**config.mk**
```make
export PLATFORM = sky130hd
export DESIGN_NAME = ax25_link_channel_access
export DESIGN_NICKNAME = d
export VERILOG_FILES = /design/src/include/ax25_link_pkg.sv /design/src/rtl/ax25_timebase.sv /design/src/rtl/ax25_link_channel_access.sv
export SDC_FILE = /design/constraint.sdc
export NUM_CORES = 1
export LEC_CHECK = 0
export ABC_CLOCK_PERIOD_IN_PS = 8500
export BUFFER_PORTS_ARGS = -buffer_cell sky130_fd_sc_hd__buf_2
export CORE_UTILIZATION = 46
export CTS_CLUSTER_SIZE = 30
export DETAILED_ROUTE_END_ITERATION = 16
export PLACE_DENSITY_LB_ADDON = 0.3
export SETUP_SLACK_MARGIN = 0.02
export SLEW_MARGIN = 10
export SYNTH_ARGS = -nofsm -noshare
export SYNTH_HDL_FRONTEND = slang
export SYNTH_SLANG_ARGS = --single-unit
```
**constraint.sdc**
```tcl
create_clock -name CLK_I -period 8.5 [get_ports CLK_I]
set_input_delay 0.85 -clock CLK_I [delete_from_list [all_inputs] [get_ports CLK_I]]
set_output_delay 0.85 -clock CLK_I [all_outputs]
set_load 0.005 [all_outputs]
```
**src/include/ax25_link_pkg.sv**
```systemverilog
// constants, types and decode helpers for the link channel block
package ax25_link_pkg;

  // ****************************************************************
  // control codes
  // ****************************************************************
  localparam logic [7:0] CTRL_UI = 8'h03;
  localparam logic [7:0] CTRL_DM = 8'h0f;
  localparam logic [7:0] CTRL_CONN = 8'h2f;
  localparam logic [7:0] CTRL_DISC = 8'h43;
  localparam logic [7:0] CTRL_UACK = 8'h63;
  localparam logic [7:0] CTRL_FREJ = 8'h87;
  localparam logic [3:0] NIB_RR = 4'h1;
  localparam logic [3:0] NIB_RNR = 4'h5;
  localparam logic [3:0] NIB_REJ = 4'h9;
  localparam logic [7:0] FLAG_PATTERN = 8'h7e;

  // ****************************************************************
  // timing and flow limits
  // ****************************************************************
  localparam int CLK_NS = 40;
  localparam int TICK_NS = 10000;
  localparam int TICK_CYCLES = TICK_NS / CLK_NS;
  localparam logic [3:0] PKT_LIMIT = 4'h7;
  localparam logic [10:0] IN_ROOM_MIN = 11'h0d2;
  localparam logic [10:0] RX_FRAME_MAX = 11'h100;
  localparam logic [15:0] LFSR_SEED = 16'hace1;

  // ****************************************************************
  // types
  // ****************************************************************
  typedef enum logic [1:0] {ST_IDLE, ST_DEFER, ST_KEYUP, ST_SEND} tx_state_t;
  typedef enum logic [1:0] {SRC_RELAY, SRC_RESP, SRC_DATA} tx_src_t;
  typedef enum logic [3:0] {
    FK_INFO, FK_RR, FK_RNR, FK_REJ, FK_UI, FK_DM, FK_CONN, FK_DISC,
    FK_UACK, FK_FREJ, FK_BAD
  } frame_kind_t;

  function automatic frame_kind_t classify(input logic [7:0] c);
    frame_kind_t k;
    k = FK_BAD;
    if (!c[0]) begin
      k = FK_INFO;
    end else if (c[1:0] == 2'b01) begin
      if (c[3:0] == NIB_RR) k = FK_RR;
      else if (c[3:0] == NIB_RNR) k = FK_RNR;
      else if (c[3:0] == NIB_REJ) k = FK_REJ;
    end else if (c == CTRL_UI) k = FK_UI;
    else if (c == CTRL_DM) k = FK_DM;
    else if (c == CTRL_CONN) k = FK_CONN;
    else if (c == CTRL_DISC) k = FK_DISC;
    else if (c == CTRL_UACK) k = FK_UACK;
    else if (c == CTRL_FREJ) k = FK_FREJ;
    return k;
  endfunction

  // supervisory byte: expected number on top, poll bit clear
  function automatic logic [7:0] sup_ctrl(input logic [2:0] nr,
                                          input logic [3:0] nib);
    return {nr, 1'b0, nib};
  endfunction

endpackage

```
**src/rtl/ax25_timebase.sv**
```systemverilog
// common tick divider and free-running random source
`timescale 1ns/10ps
module ax25_timebase (
  input wire logic CLK_I,
  input wire logic RESET_I,
  output logic tick_o,
  output logic [3:0] rand_o
);

  typedef struct packed {
    logic [15:0] div;
    logic [15:0] lfsr;
    logic tick;
  } tb_state_t;

  localparam logic [15:0] DIV_LAST = 16'(ax25_link_pkg::TICK_CYCLES - 1);

  tb_state_t s_r;
  tb_state_t s_nxt;

  always_comb begin
    s_nxt = s_r;
    s_nxt.tick = (s_r.div == DIV_LAST);
    s_nxt.div = s_nxt.tick ? 16'h0000 : 16'(s_r.div + 16'h0001);
    // runs every cycle so the draw depends on when a backoff starts
    s_nxt.lfsr = {s_r.lfsr[14:0],
                  s_r.lfsr[15] ^ s_r.lfsr[13] ^ s_r.lfsr[12] ^ s_r.lfsr[10]};
  end

  always_ff @(posedge CLK_I) begin
    if (RESET_I) begin
      s_r <= '0;
      s_r.lfsr <= ax25_link_pkg::LFSR_SEED;
    end else begin
      s_r <= s_nxt;
    end
  end

  assign tick_o = s_r.tick;
  assign rand_o = s_r.lfsr[3:0];

endmodule

```
**src/rtl/ax25_link_channel_access.sv**
```systemverilog
// link control, channel access and flow control for the packet node
//
// Contract
// even control byte means information frame
// info byte holds own and expected numbers
// ack by receive-ready or piggybacked info frame
// receive-not-ready when no buffer space
// out-of-order number answered by reject
// connect code 2f, disconnect code 43
// connect or disconnect answered by ack 63
// disconnected: non-connect frames get mode 0f; the code leaves DM frames unanswered
// refused connect answered by disconnected mode
// undefined or improper byte gets frame reject
// unnumbered info never acknowledged
// key only while no carrier heard
// keyed without packet sends flag fill
// no ack within wait means resend
// retry waits random 0-15 keyup delays
// non-relay frames wait extra after clear
// relayed packets never acknowledged by relay
// acknowledgements wait the response delay first
// busy when next frame cannot fit
// hold host at 7 packets, <210 room
// ready again once buffers drain
// held sender resends; busy answer repeats
// sequence numbers modulo 8, <=7 outstanding
// flag pattern zero six ones zero
// backoff draws from free-running shift register
// timing settings counted in common ticks
`timescale 1ns/10ps
module ax25_link_channel_access (
  input wire logic CLK_I,
  input wire logic RESET_I,
  input wire logic ACCEPT_CONNECTS_I,
  input wire logic RELAY_MODE_I,
  input wire logic [7:0] KEYUP_DELAY_I,
  input wire logic [7:0] REPEATER_KEYUP_DELAY_I,
  input wire logic [7:0] ACK_WAIT_TIME_I,
  input wire logic [7:0] NON_RELAY_WAIT_I,
  input wire logic [7:0] ACK_RESPONSE_DELAY_I,
  input wire logic CARRIER_I,
  input wire logic RX_VALID_I,
  input wire logic [7:0] RX_CTRL_I,
  input wire logic RX_RELAY_I,
  input wire logic RX_SAME_PEER_I,
  input wire logic [10:0] RX_BUF_ROOM_I,
  input wire logic TX_REQ_I,
  input wire logic TX_DONE_I,
  input wire logic [3:0] TX_PKTS_BUILT_I,
  input wire logic [10:0] TX_IN_ROOM_I,
  output logic TX_KEY_O,
  output logic TX_FLAGS_O,
  output logic [7:0] TX_FLAG_BYTE_O,
  output logic TX_START_O,
  output logic [7:0] TX_CTRL_O,
  output logic TX_RELAY_O,
  output logic TX_ACKED_O,
  output logic RX_DELIVER_O,
  output logic LINK_UP_O,
  output logic RX_BUSY_O,
  output logic PEER_BUSY_O,
  output logic HOST_CTS_O,
  output logic HOST_XOFF_O
);

  // ****************************************************************
  // state
  // ****************************************************************
  typedef struct packed {
    ax25_link_pkg::tx_state_t st;
    ax25_link_pkg::tx_src_t src;
    logic [12:0] cnt;
    logic retry;
    logic link;
    logic [2:0] vs;
    logic [2:0] vr;
    logic await;
    logic [7:0] ackt;
    logic resp_pend;
    logic [7:0] resp_ctrl;
    logic [7:0] respt;
    logic relay_pend;
    logic rx_busy;
    logic peer_busy;
    logic key;
    logic flags;
    logic start;
    logic [7:0] tx_ctrl;
    logic acked;
    logic deliver;
    logic hold;
    logic xoff;
  } link_state_t;

  link_state_t s_r;
  link_state_t s_nxt;
  logic tick;
  logic [3:0] rnd;

  ax25_timebase u_timebase (
    .CLK_I(CLK_I),
    .RESET_I(RESET_I),
    .tick_o(tick),
    .rand_o(rnd)
  );

  ax25_link_pkg::frame_kind_t kind;
  logic [2:0] rx_ns;
  logic [2:0] rx_nr;
  logic room_low;

  assign kind = ax25_link_pkg::classify(RX_CTRL_I);
  assign rx_ns = RX_CTRL_I[3:1];
  assign rx_nr = RX_CTRL_I[7:5];
  assign room_low = RX_BUF_ROOM_I < ax25_link_pkg::RX_FRAME_MAX;

  // ****************************************************************
  // next state
  // ****************************************************************
  always_comb begin
    logic pick;
    ax25_link_pkg::tx_src_t psrc;
    logic [12:0] wait_ld;
    logic [2:0] vr_new;
    logic resp_set;
    s_nxt = s_r;
    pick = 1'b0;
    resp_set = 1'b0;
    psrc = ax25_link_pkg::SRC_DATA;
    wait_ld = 13'h0000;
    vr_new = 3'(s_r.vr + 3'h1);
    s_nxt.start = 1'b0;
    s_nxt.acked = 1'b0;
    s_nxt.deliver = 1'b0;

    if (tick && s_r.resp_pend && s_r.respt != 8'h00) begin
      s_nxt.respt = 8'(s_r.respt - 8'h01);
    end

    // ack watchdog; expiry is taken as a collision
    if (tick && s_r.await) begin
      if (s_r.ackt == 8'h00) begin
        s_nxt.await = 1'b0;
        s_nxt.retry = 1'b1;
      end else begin
        s_nxt.ackt = 8'(s_r.ackt - 8'h01);
      end
    end

    // buffers drained after a busy spell
    if (s_r.rx_busy && !room_low) begin
      s_nxt.rx_busy = 1'b0;
      s_nxt.resp_pend = 1'b1;
      s_nxt.resp_ctrl = ax25_link_pkg::sup_ctrl(s_r.vr,
                                                ax25_link_pkg::NIB_RR);
      s_nxt.respt = ACK_RESPONSE_DELAY_I;
    end

    // ****************************************************************
    // received frames
    // ****************************************************************
    if (RX_VALID_I && RX_RELAY_I) begin
      if (RELAY_MODE_I) s_nxt.relay_pend = 1'b1;
    end else if (RX_VALID_I) begin
      // every answer restarts the delay so a following packet is heard
      s_nxt.respt = ACK_RESPONSE_DELAY_I;
      s_nxt.resp_pend = 1'b1;
      if (kind == ax25_link_pkg::FK_UI) begin
        s_nxt.deliver = 1'b1;
        s_nxt.resp_pend = s_r.resp_pend;
        s_nxt.respt = s_r.respt;
      end else if (kind == ax25_link_pkg::FK_CONN) begin
        if (ACCEPT_CONNECTS_I && (!s_r.link || RX_SAME_PEER_I)) begin
          s_nxt.link = 1'b1;
          s_nxt.vs = 3'h0;
          s_nxt.vr = 3'h0;
          s_nxt.await = 1'b0;
          s_nxt.retry = 1'b0;
          s_nxt.rx_busy = 1'b0;
          s_nxt.peer_busy = 1'b0;
          s_nxt.resp_ctrl = ax25_link_pkg::CTRL_UACK;
        end else begin
          s_nxt.resp_ctrl = ax25_link_pkg::CTRL_DM;
        end
      end else if (!s_r.link) begin
        // answering a mode frame with one would ping-pong forever
        if (kind == ax25_link_pkg::FK_DM) begin
          s_nxt.resp_pend = s_r.resp_pend;
          s_nxt.respt = s_r.respt;
        end else begin
          s_nxt.resp_ctrl = ax25_link_pkg::CTRL_DM;
        end
      end else begin
        s_nxt.resp_pend = 1'b0;
        s_nxt.respt = s_r.respt;
        if (s_r.await && rx_nr == 3'(s_r.vs + 3'h1) &&
            (kind == ax25_link_pkg::FK_INFO ||
             kind == ax25_link_pkg::FK_RR ||
             kind == ax25_link_pkg::FK_RNR)) begin
          s_nxt.vs = 3'(s_r.vs + 3'h1);
          s_nxt.await = 1'b0;
          s_nxt.retry = 1'b0;
          s_nxt.acked = 1'b1;
        end
        unique case (kind)
          ax25_link_pkg::FK_INFO: begin
            s_nxt.resp_pend = 1'b1;
            s_nxt.respt = ACK_RESPONSE_DELAY_I;
            if (room_low) begin
              s_nxt.rx_busy = 1'b1;
              s_nxt.resp_ctrl = ax25_link_pkg::sup_ctrl(s_r.vr,
                ax25_link_pkg::NIB_RNR);
            end else if (rx_ns == s_r.vr) begin
              s_nxt.vr = vr_new;
              s_nxt.deliver = 1'b1;
              s_nxt.resp_ctrl = ax25_link_pkg::sup_ctrl(vr_new,
                ax25_link_pkg::NIB_RR);
            end else begin
              s_nxt.resp_ctrl = ax25_link_pkg::sup_ctrl(s_r.vr,
                ax25_link_pkg::NIB_REJ);
            end
          end
          ax25_link_pkg::FK_RR: s_nxt.peer_busy = 1'b0;
          ax25_link_pkg::FK_RNR: s_nxt.peer_busy = 1'b1;
          ax25_link_pkg::FK_REJ: begin
            s_nxt.peer_busy = 1'b0;
            if (rx_nr == s_r.vs && s_r.await) begin
              s_nxt.await = 1'b0;
              s_nxt.retry = 1'b1;
            end
          end
          ax25_link_pkg::FK_DISC: begin
            s_nxt.link = 1'b0;
            s_nxt.await = 1'b0;
            s_nxt.retry = 1'b0;
            s_nxt.resp_pend = 1'b1;
            s_nxt.respt = ACK_RESPONSE_DELAY_I;
            s_nxt.resp_ctrl = ax25_link_pkg::CTRL_UACK;
          end
          ax25_link_pkg::FK_DM: begin
            s_nxt.link = 1'b0;
            s_nxt.await = 1'b0;
            s_nxt.retry = 1'b0;
          end
          ax25_link_pkg::FK_UACK, ax25_link_pkg::FK_FREJ: begin
          end
          default: begin
            s_nxt.resp_pend = 1'b1;
            s_nxt.respt = ACK_RESPONSE_DELAY_I;
            s_nxt.resp_ctrl = ax25_link_pkg::CTRL_FREJ;
          end
        endcase
      end
    end

    // a response loaded now outlives the one that starts going out now
    resp_set = s_nxt.resp_pend &&
               ((s_r.rx_busy && !room_low) ||
                (RX_VALID_I && !RX_RELAY_I &&
                 kind != ax25_link_pkg::FK_UI &&
                 kind != ax25_link_pkg::FK_DM));

    // ****************************************************************
    // channel access
    // ****************************************************************
    if (s_r.relay_pend) begin
      pick = 1'b1;
      psrc = ax25_link_pkg::SRC_RELAY;
    end else if (s_r.resp_pend && s_r.respt == 8'h00) begin
      pick = 1'b1;
      psrc = ax25_link_pkg::SRC_RESP;
    end else if (s_r.link && (s_r.retry || (TX_REQ_I && !s_r.await))) begin
      pick = 1'b1;
      psrc = ax25_link_pkg::SRC_DATA;
    end
    if (!(psrc == ax25_link_pkg::SRC_RELAY && RELAY_MODE_I)) begin
      wait_ld = {5'h00, NON_RELAY_WAIT_I};
    end
    if (psrc == ax25_link_pkg::SRC_DATA && s_r.retry) begin
      wait_ld = 13'(wait_ld +
                    {9'h000, rnd} * {5'h00, KEYUP_DELAY_I});
    end

    unique case (s_r.st)
      ax25_link_pkg::ST_IDLE: begin
        s_nxt.key = 1'b0;
        s_nxt.flags = 1'b0;
        if (pick) begin
          s_nxt.st = ax25_link_pkg::ST_DEFER;
          s_nxt.src = psrc;
          s_nxt.cnt = wait_ld;
        end
      end
      ax25_link_pkg::ST_DEFER: begin
        // the full wait restarts whenever the channel goes busy
        if (CARRIER_I) begin
          s_nxt.cnt = wait_ld;
        end else if (tick) begin
          if (s_r.cnt == 13'h0000) begin
            s_nxt.st = ax25_link_pkg::ST_KEYUP;
            s_nxt.key = 1'b1;
            s_nxt.flags = 1'b1;
            s_nxt.cnt = 13'({1'b0, KEYUP_DELAY_I} +
                            {1'b0, REPEATER_KEYUP_DELAY_I});
          end else begin
            s_nxt.cnt = 13'(s_r.cnt - 13'h0001);
          end
        end
      end
      ax25_link_pkg::ST_KEYUP: begin
        if (tick) begin
          if (s_r.cnt == 13'h0000) begin
            s_nxt.st = ax25_link_pkg::ST_SEND;
            s_nxt.flags = 1'b0;
            s_nxt.start = 1'b1;
            unique case (s_r.src)
              ax25_link_pkg::SRC_RELAY: begin
                s_nxt.relay_pend = RX_VALID_I && RX_RELAY_I && RELAY_MODE_I;
                s_nxt.tx_ctrl = 8'h00;
              end
              ax25_link_pkg::SRC_RESP: begin
                s_nxt.resp_pend = resp_set;
                s_nxt.tx_ctrl = s_r.resp_ctrl;
              end
              default: begin
                s_nxt.tx_ctrl = {s_r.vr, 1'b0, s_r.vs, 1'b0};
                // the info frame carries the ack, so a plain ready is moot
                if (!resp_set &&
                    s_r.resp_ctrl[3:0] == ax25_link_pkg::NIB_RR) begin
                  s_nxt.resp_pend = 1'b0;
                end
              end
            endcase
          end else begin
            s_nxt.cnt = 13'(s_r.cnt - 13'h0001);
          end
        end
      end
      ax25_link_pkg::ST_SEND: begin
        if (TX_DONE_I) begin
          s_nxt.st = ax25_link_pkg::ST_IDLE;
          s_nxt.key = 1'b0;
          if (s_r.src == ax25_link_pkg::SRC_DATA && s_r.link) begin
            s_nxt.await = 1'b1;
            s_nxt.retry = 1'b0;
            s_nxt.ackt = ACK_WAIT_TIME_I;
          end
        end
      end
    endcase

    // ****************************************************************
    // host flow control
    // ****************************************************************
    s_nxt.hold = TX_PKTS_BUILT_I >= ax25_link_pkg::PKT_LIMIT &&
                 TX_IN_ROOM_I < ax25_link_pkg::IN_ROOM_MIN;
    s_nxt.xoff = s_nxt.hold && !s_r.hold;
  end

  always_ff @(posedge CLK_I) begin
    if (RESET_I) begin
      s_r <= '0;
    end else begin
      s_r <= s_nxt;
    end
  end

  assign TX_KEY_O = s_r.key;
  assign TX_FLAGS_O = s_r.flags;
  assign TX_FLAG_BYTE_O = ax25_link_pkg::FLAG_PATTERN;
  assign TX_START_O = s_r.start;
  assign TX_CTRL_O = s_r.tx_ctrl;
  assign TX_RELAY_O = s_r.src == ax25_link_pkg::SRC_RELAY;
  assign TX_ACKED_O = s_r.acked;
  assign RX_DELIVER_O = s_r.deliver;
  assign LINK_UP_O = s_r.link;
  assign RX_BUSY_O = s_r.rx_busy;
  assign PEER_BUSY_O = s_r.peer_busy;
  assign HOST_CTS_O = !s_r.hold;
  assign HOST_XOFF_O = s_r.xoff;

  logic rx_own;
  assign rx_own = RX_VALID_I && !RX_RELAY_I;
endmodule

```
==> key figures <==
Logic synthesis
  • Synthesis-stage register bit count: 102
  • Post-synth ARST share: 0%
  • Post-synth cell types: 91
  • Sequential cell area fraction in the yosys report: 26.4%
  • Synth Cell Area: 0.00773 mm²
  • Ys Warns: 0
  • Post-synth top flop: dfxtp_1
  • Gate Count Post-Synth: ~970
  • Post-synth EDFFs: 0
  • Avg Inst Size Synth: 7.98 µm²

Critical path
  • Reg2reg setup slack: 4170 ps
  • Crit path launch type: input port
  • Cell depth of the worst flop-to-flop path: 12
  • Capture point of the worst reg-to-reg path: s_r[64]
  • Worst EP required: 8720 ps
  • Crit path max fanout: 6
  • Crit Path Class: input port to flip-flop
  • FF-to-FF Start: u_timebase.rand_o[3]
  • WP data arrival: roughly 4600 ps
  • CP Capture Type: flip-flop

Detailed routing
  • First-pass DRT Iterations: 5
  • Via density: 5.69
  • DR iter-0 viols: 575
  • Drt total wl: 19.3 mm
  • WL/cell: 15.5 µm
  • Antenna Nets Post-Route: 0
  • Total number of vias: 7107
  • Drc violations: 0

Global routing
  • Remaining Overflow, GRT: 0
  • Total GRT Usage: 23.0%
  • Vias in the first global route: 6537
  • Initial antenna violation count: 1
  • First-pass GRT wire length: 32.7 mm
  • Largest net degree at the start of global routing: 77

Die
  • # rows: 47
  • Die W: 132 µm
  • Starting density of the core: 46.9%
  • Core Area: 0.0165 mm²
  • # IOs: 111
  • Die height: between 100 and 150 µm
  • DIE AREA: 0.0173 mm²

Run status
  • Status: complete, no violations

Power and ir drop
  • Worst ir drop on vdd: 112 µV
  • PD cells: 163 mW/mm²
  • Leak: 3.56 nW

Min path
  • Worst Hold Class: flip-flop to flip-flop
  • Min-Delay Path Depth: 1
  • Worst hold path endpoint: u_timebase.s_nxt[8]
  • HP Start: u_timebase.s_nxt[7]

Clock network
  • H-tree depth: 3
  • Clk slew on worst S/H paths: approximately 70 ps
  • # Post-CTS Setup Buffers: 0
  • Gates resized, CTS repair: 0
  • CTS Hold Bufs: 0
  • CTS Buf Count: 9
  • Root buf cell: clkbuf_16
  • Worst-Skew Late Latency: 360 ps
  • CTS tree: yes
  • CTS sink count: 102
  • Max clock buf depth: 2

Placement
  • Post-DP HPWL: 14.6 mm
  • PortBufs: 93
  • DP Worst Slack: between 3000 and 4000 ps
  • Placed cell count: 1233
  • Gpl congestion: 0.934

Final layout
  • Fill cell count: 1650
  • Final non-filler cell total: 1249
  • Post-layout util: 51.7%
  • Most common cell after layout, fill and taps aside: nor2_1
  • Layout cells sized above 1: 14.2%
  • Fin nets: 1172
  • Most frequent cells in the layout: nor2_1, dfxtp_1, buf_2, nand2_1, inv_1
  • ANT cells: 0
  • Syn-to-layout area delta: 10.3%

STA
  • Hold slack: 413 ps
  • Min Tclk post-route: 4420 ps
  • Slew @ Worst Pin: between 1000 and 1500 ps
  • Clock Skews: 8.33 ps
  • RSZ-0062 raised after global routing: false
  • Final count of pins violating max slew: 0
  • Fmax: 226 MHz
  • Setup TNS: 0 ps
  • Fin. Hold Viols: 0
  • Final period util: 52.0%
  • Final count of negative-setup-slack endpoints: 0
  • Setup ws final: 4080 ps
  • Slew margin rel.: 28.5%

Job
  • Max Cap Viol: 0
## state kept, by name, summed over array words and instances, names as in the netlist, 4 cells and up
signal and cells:
TX_CTRL_O 8, s_r 52, u_timebase.rand_o 4, u_timebase.s_r 17, u_timebase.s_nxt 11
## worst max-delay path, cell delays in order
cell	delay, ps
buf_2	160
nand2_1	90
fa_1	510
fa_1	530
fa_1	550
inv_1	40
ha_1	260
a211oi_1	430
o21ai_0	310
a2111oi_0	440
nor4_1	170
a31oi_1	210
o32ai_1	90
## metal layers
metal  track usage [%]  part of all wire, %  vias to the layer above  wire length (µm)
met5                 0                0.052                        -                10
met4              6.20                  1.4                        2               263
met3              5.13                  6.7                       26              1300
met2              35.6                   44                      202              8570
met1              32.1                   48                     3291              9190
li1                  -                    -                     3586                 -
## logic make-up after synthesis
group,Yosys count,synth area share (%)
simple gates,397,26.6
compound gates,239,22.0
buf+inv,114,6.83
flops,102,26.4
fa+ha+maj,64,12.3
xor+xnor,46,5.21
mux,4,0.518
other cells,2,0.0972
## area by class of cell
cell class	instances	area [µm²]	share of cell area, %
Multi-Input combinational cell	758	5180	60.8
Sequential cell	102	2040	24.0
Timing Repair Buffer	97	495	5.82
Tap cell	220	275	3.23
Clock buffer	9	225	2.64
Inverter	56	210	2.47
Clock inverter	7	92.6	1.09
## synthesized netlist by cell type, drive strengths merged, types with 13 or more instances
cell | n | area [µm²]
nor2 | 108 | 408
dfxtp | 102 | 2040
nand2 | 84 | 318
inv | 56 | 210
a21oi | 55 | 279
ha | 44 | 551
o21ai | 41 | 220
nor3 | 37 | 206
buf | 33 | 224
nand3 | 30 | 150
xnor2 | 29 | 254
clkbuf | 25 | 93.8
and2 | 24 | 150
fa | 20 | 400
or3 | 19 | 125
xor2 | 17 | 149
a211oi | 15 | 123
nor4 | 15 | 115
nor2b | 14 | 87.6
o31ai | 14 | 119
a31oi | 13 | 81.3
## worst max-delay path by stage
stage | from | end | slack [ps] | cells past startpoint
after detailed placement | KEYUP_DELAY_I[4] | s_r[63] | 3760 | 13
final | KEYUP_DELAY_I[1] | s_r[64] | 4080 | 13
after global placement | KEYUP_DELAY_I[4] | s_r[63] | 3810 | 13
after CTS | KEYUP_DELAY_I[4] | s_r[63] | 4150 | 13
after global routing | KEYUP_DELAY_I[0] | s_r[64] | 3840 | 13
after floorplan | KEYUP_DELAY_I[4] | s_r[63] | 4120 | 12
## report_power, final
part | internal, mW | leakage, nW | switching (mW) | total [mW]
Clock | 0.239 | 0.158 | 0.214 | 0.453
Combinational | 0.170 | 2.57 | 0.247 | 0.418
Sequential | 0.496 | 0.831 | 0.0252 | 0.521
## metrics by stage
step           total power, mW  instance area [µm²]
3_5_place_dp             0.945                 8200
4_1_cts                   1.40                 8520
2_1_floorplan            0.851                 7750
5_1_grt                   1.47                 8520
3_3_place_gp             0.941                 8200
6_report                  1.39                 8520
No activity file was read; power rests on OpenSTA's default activity.
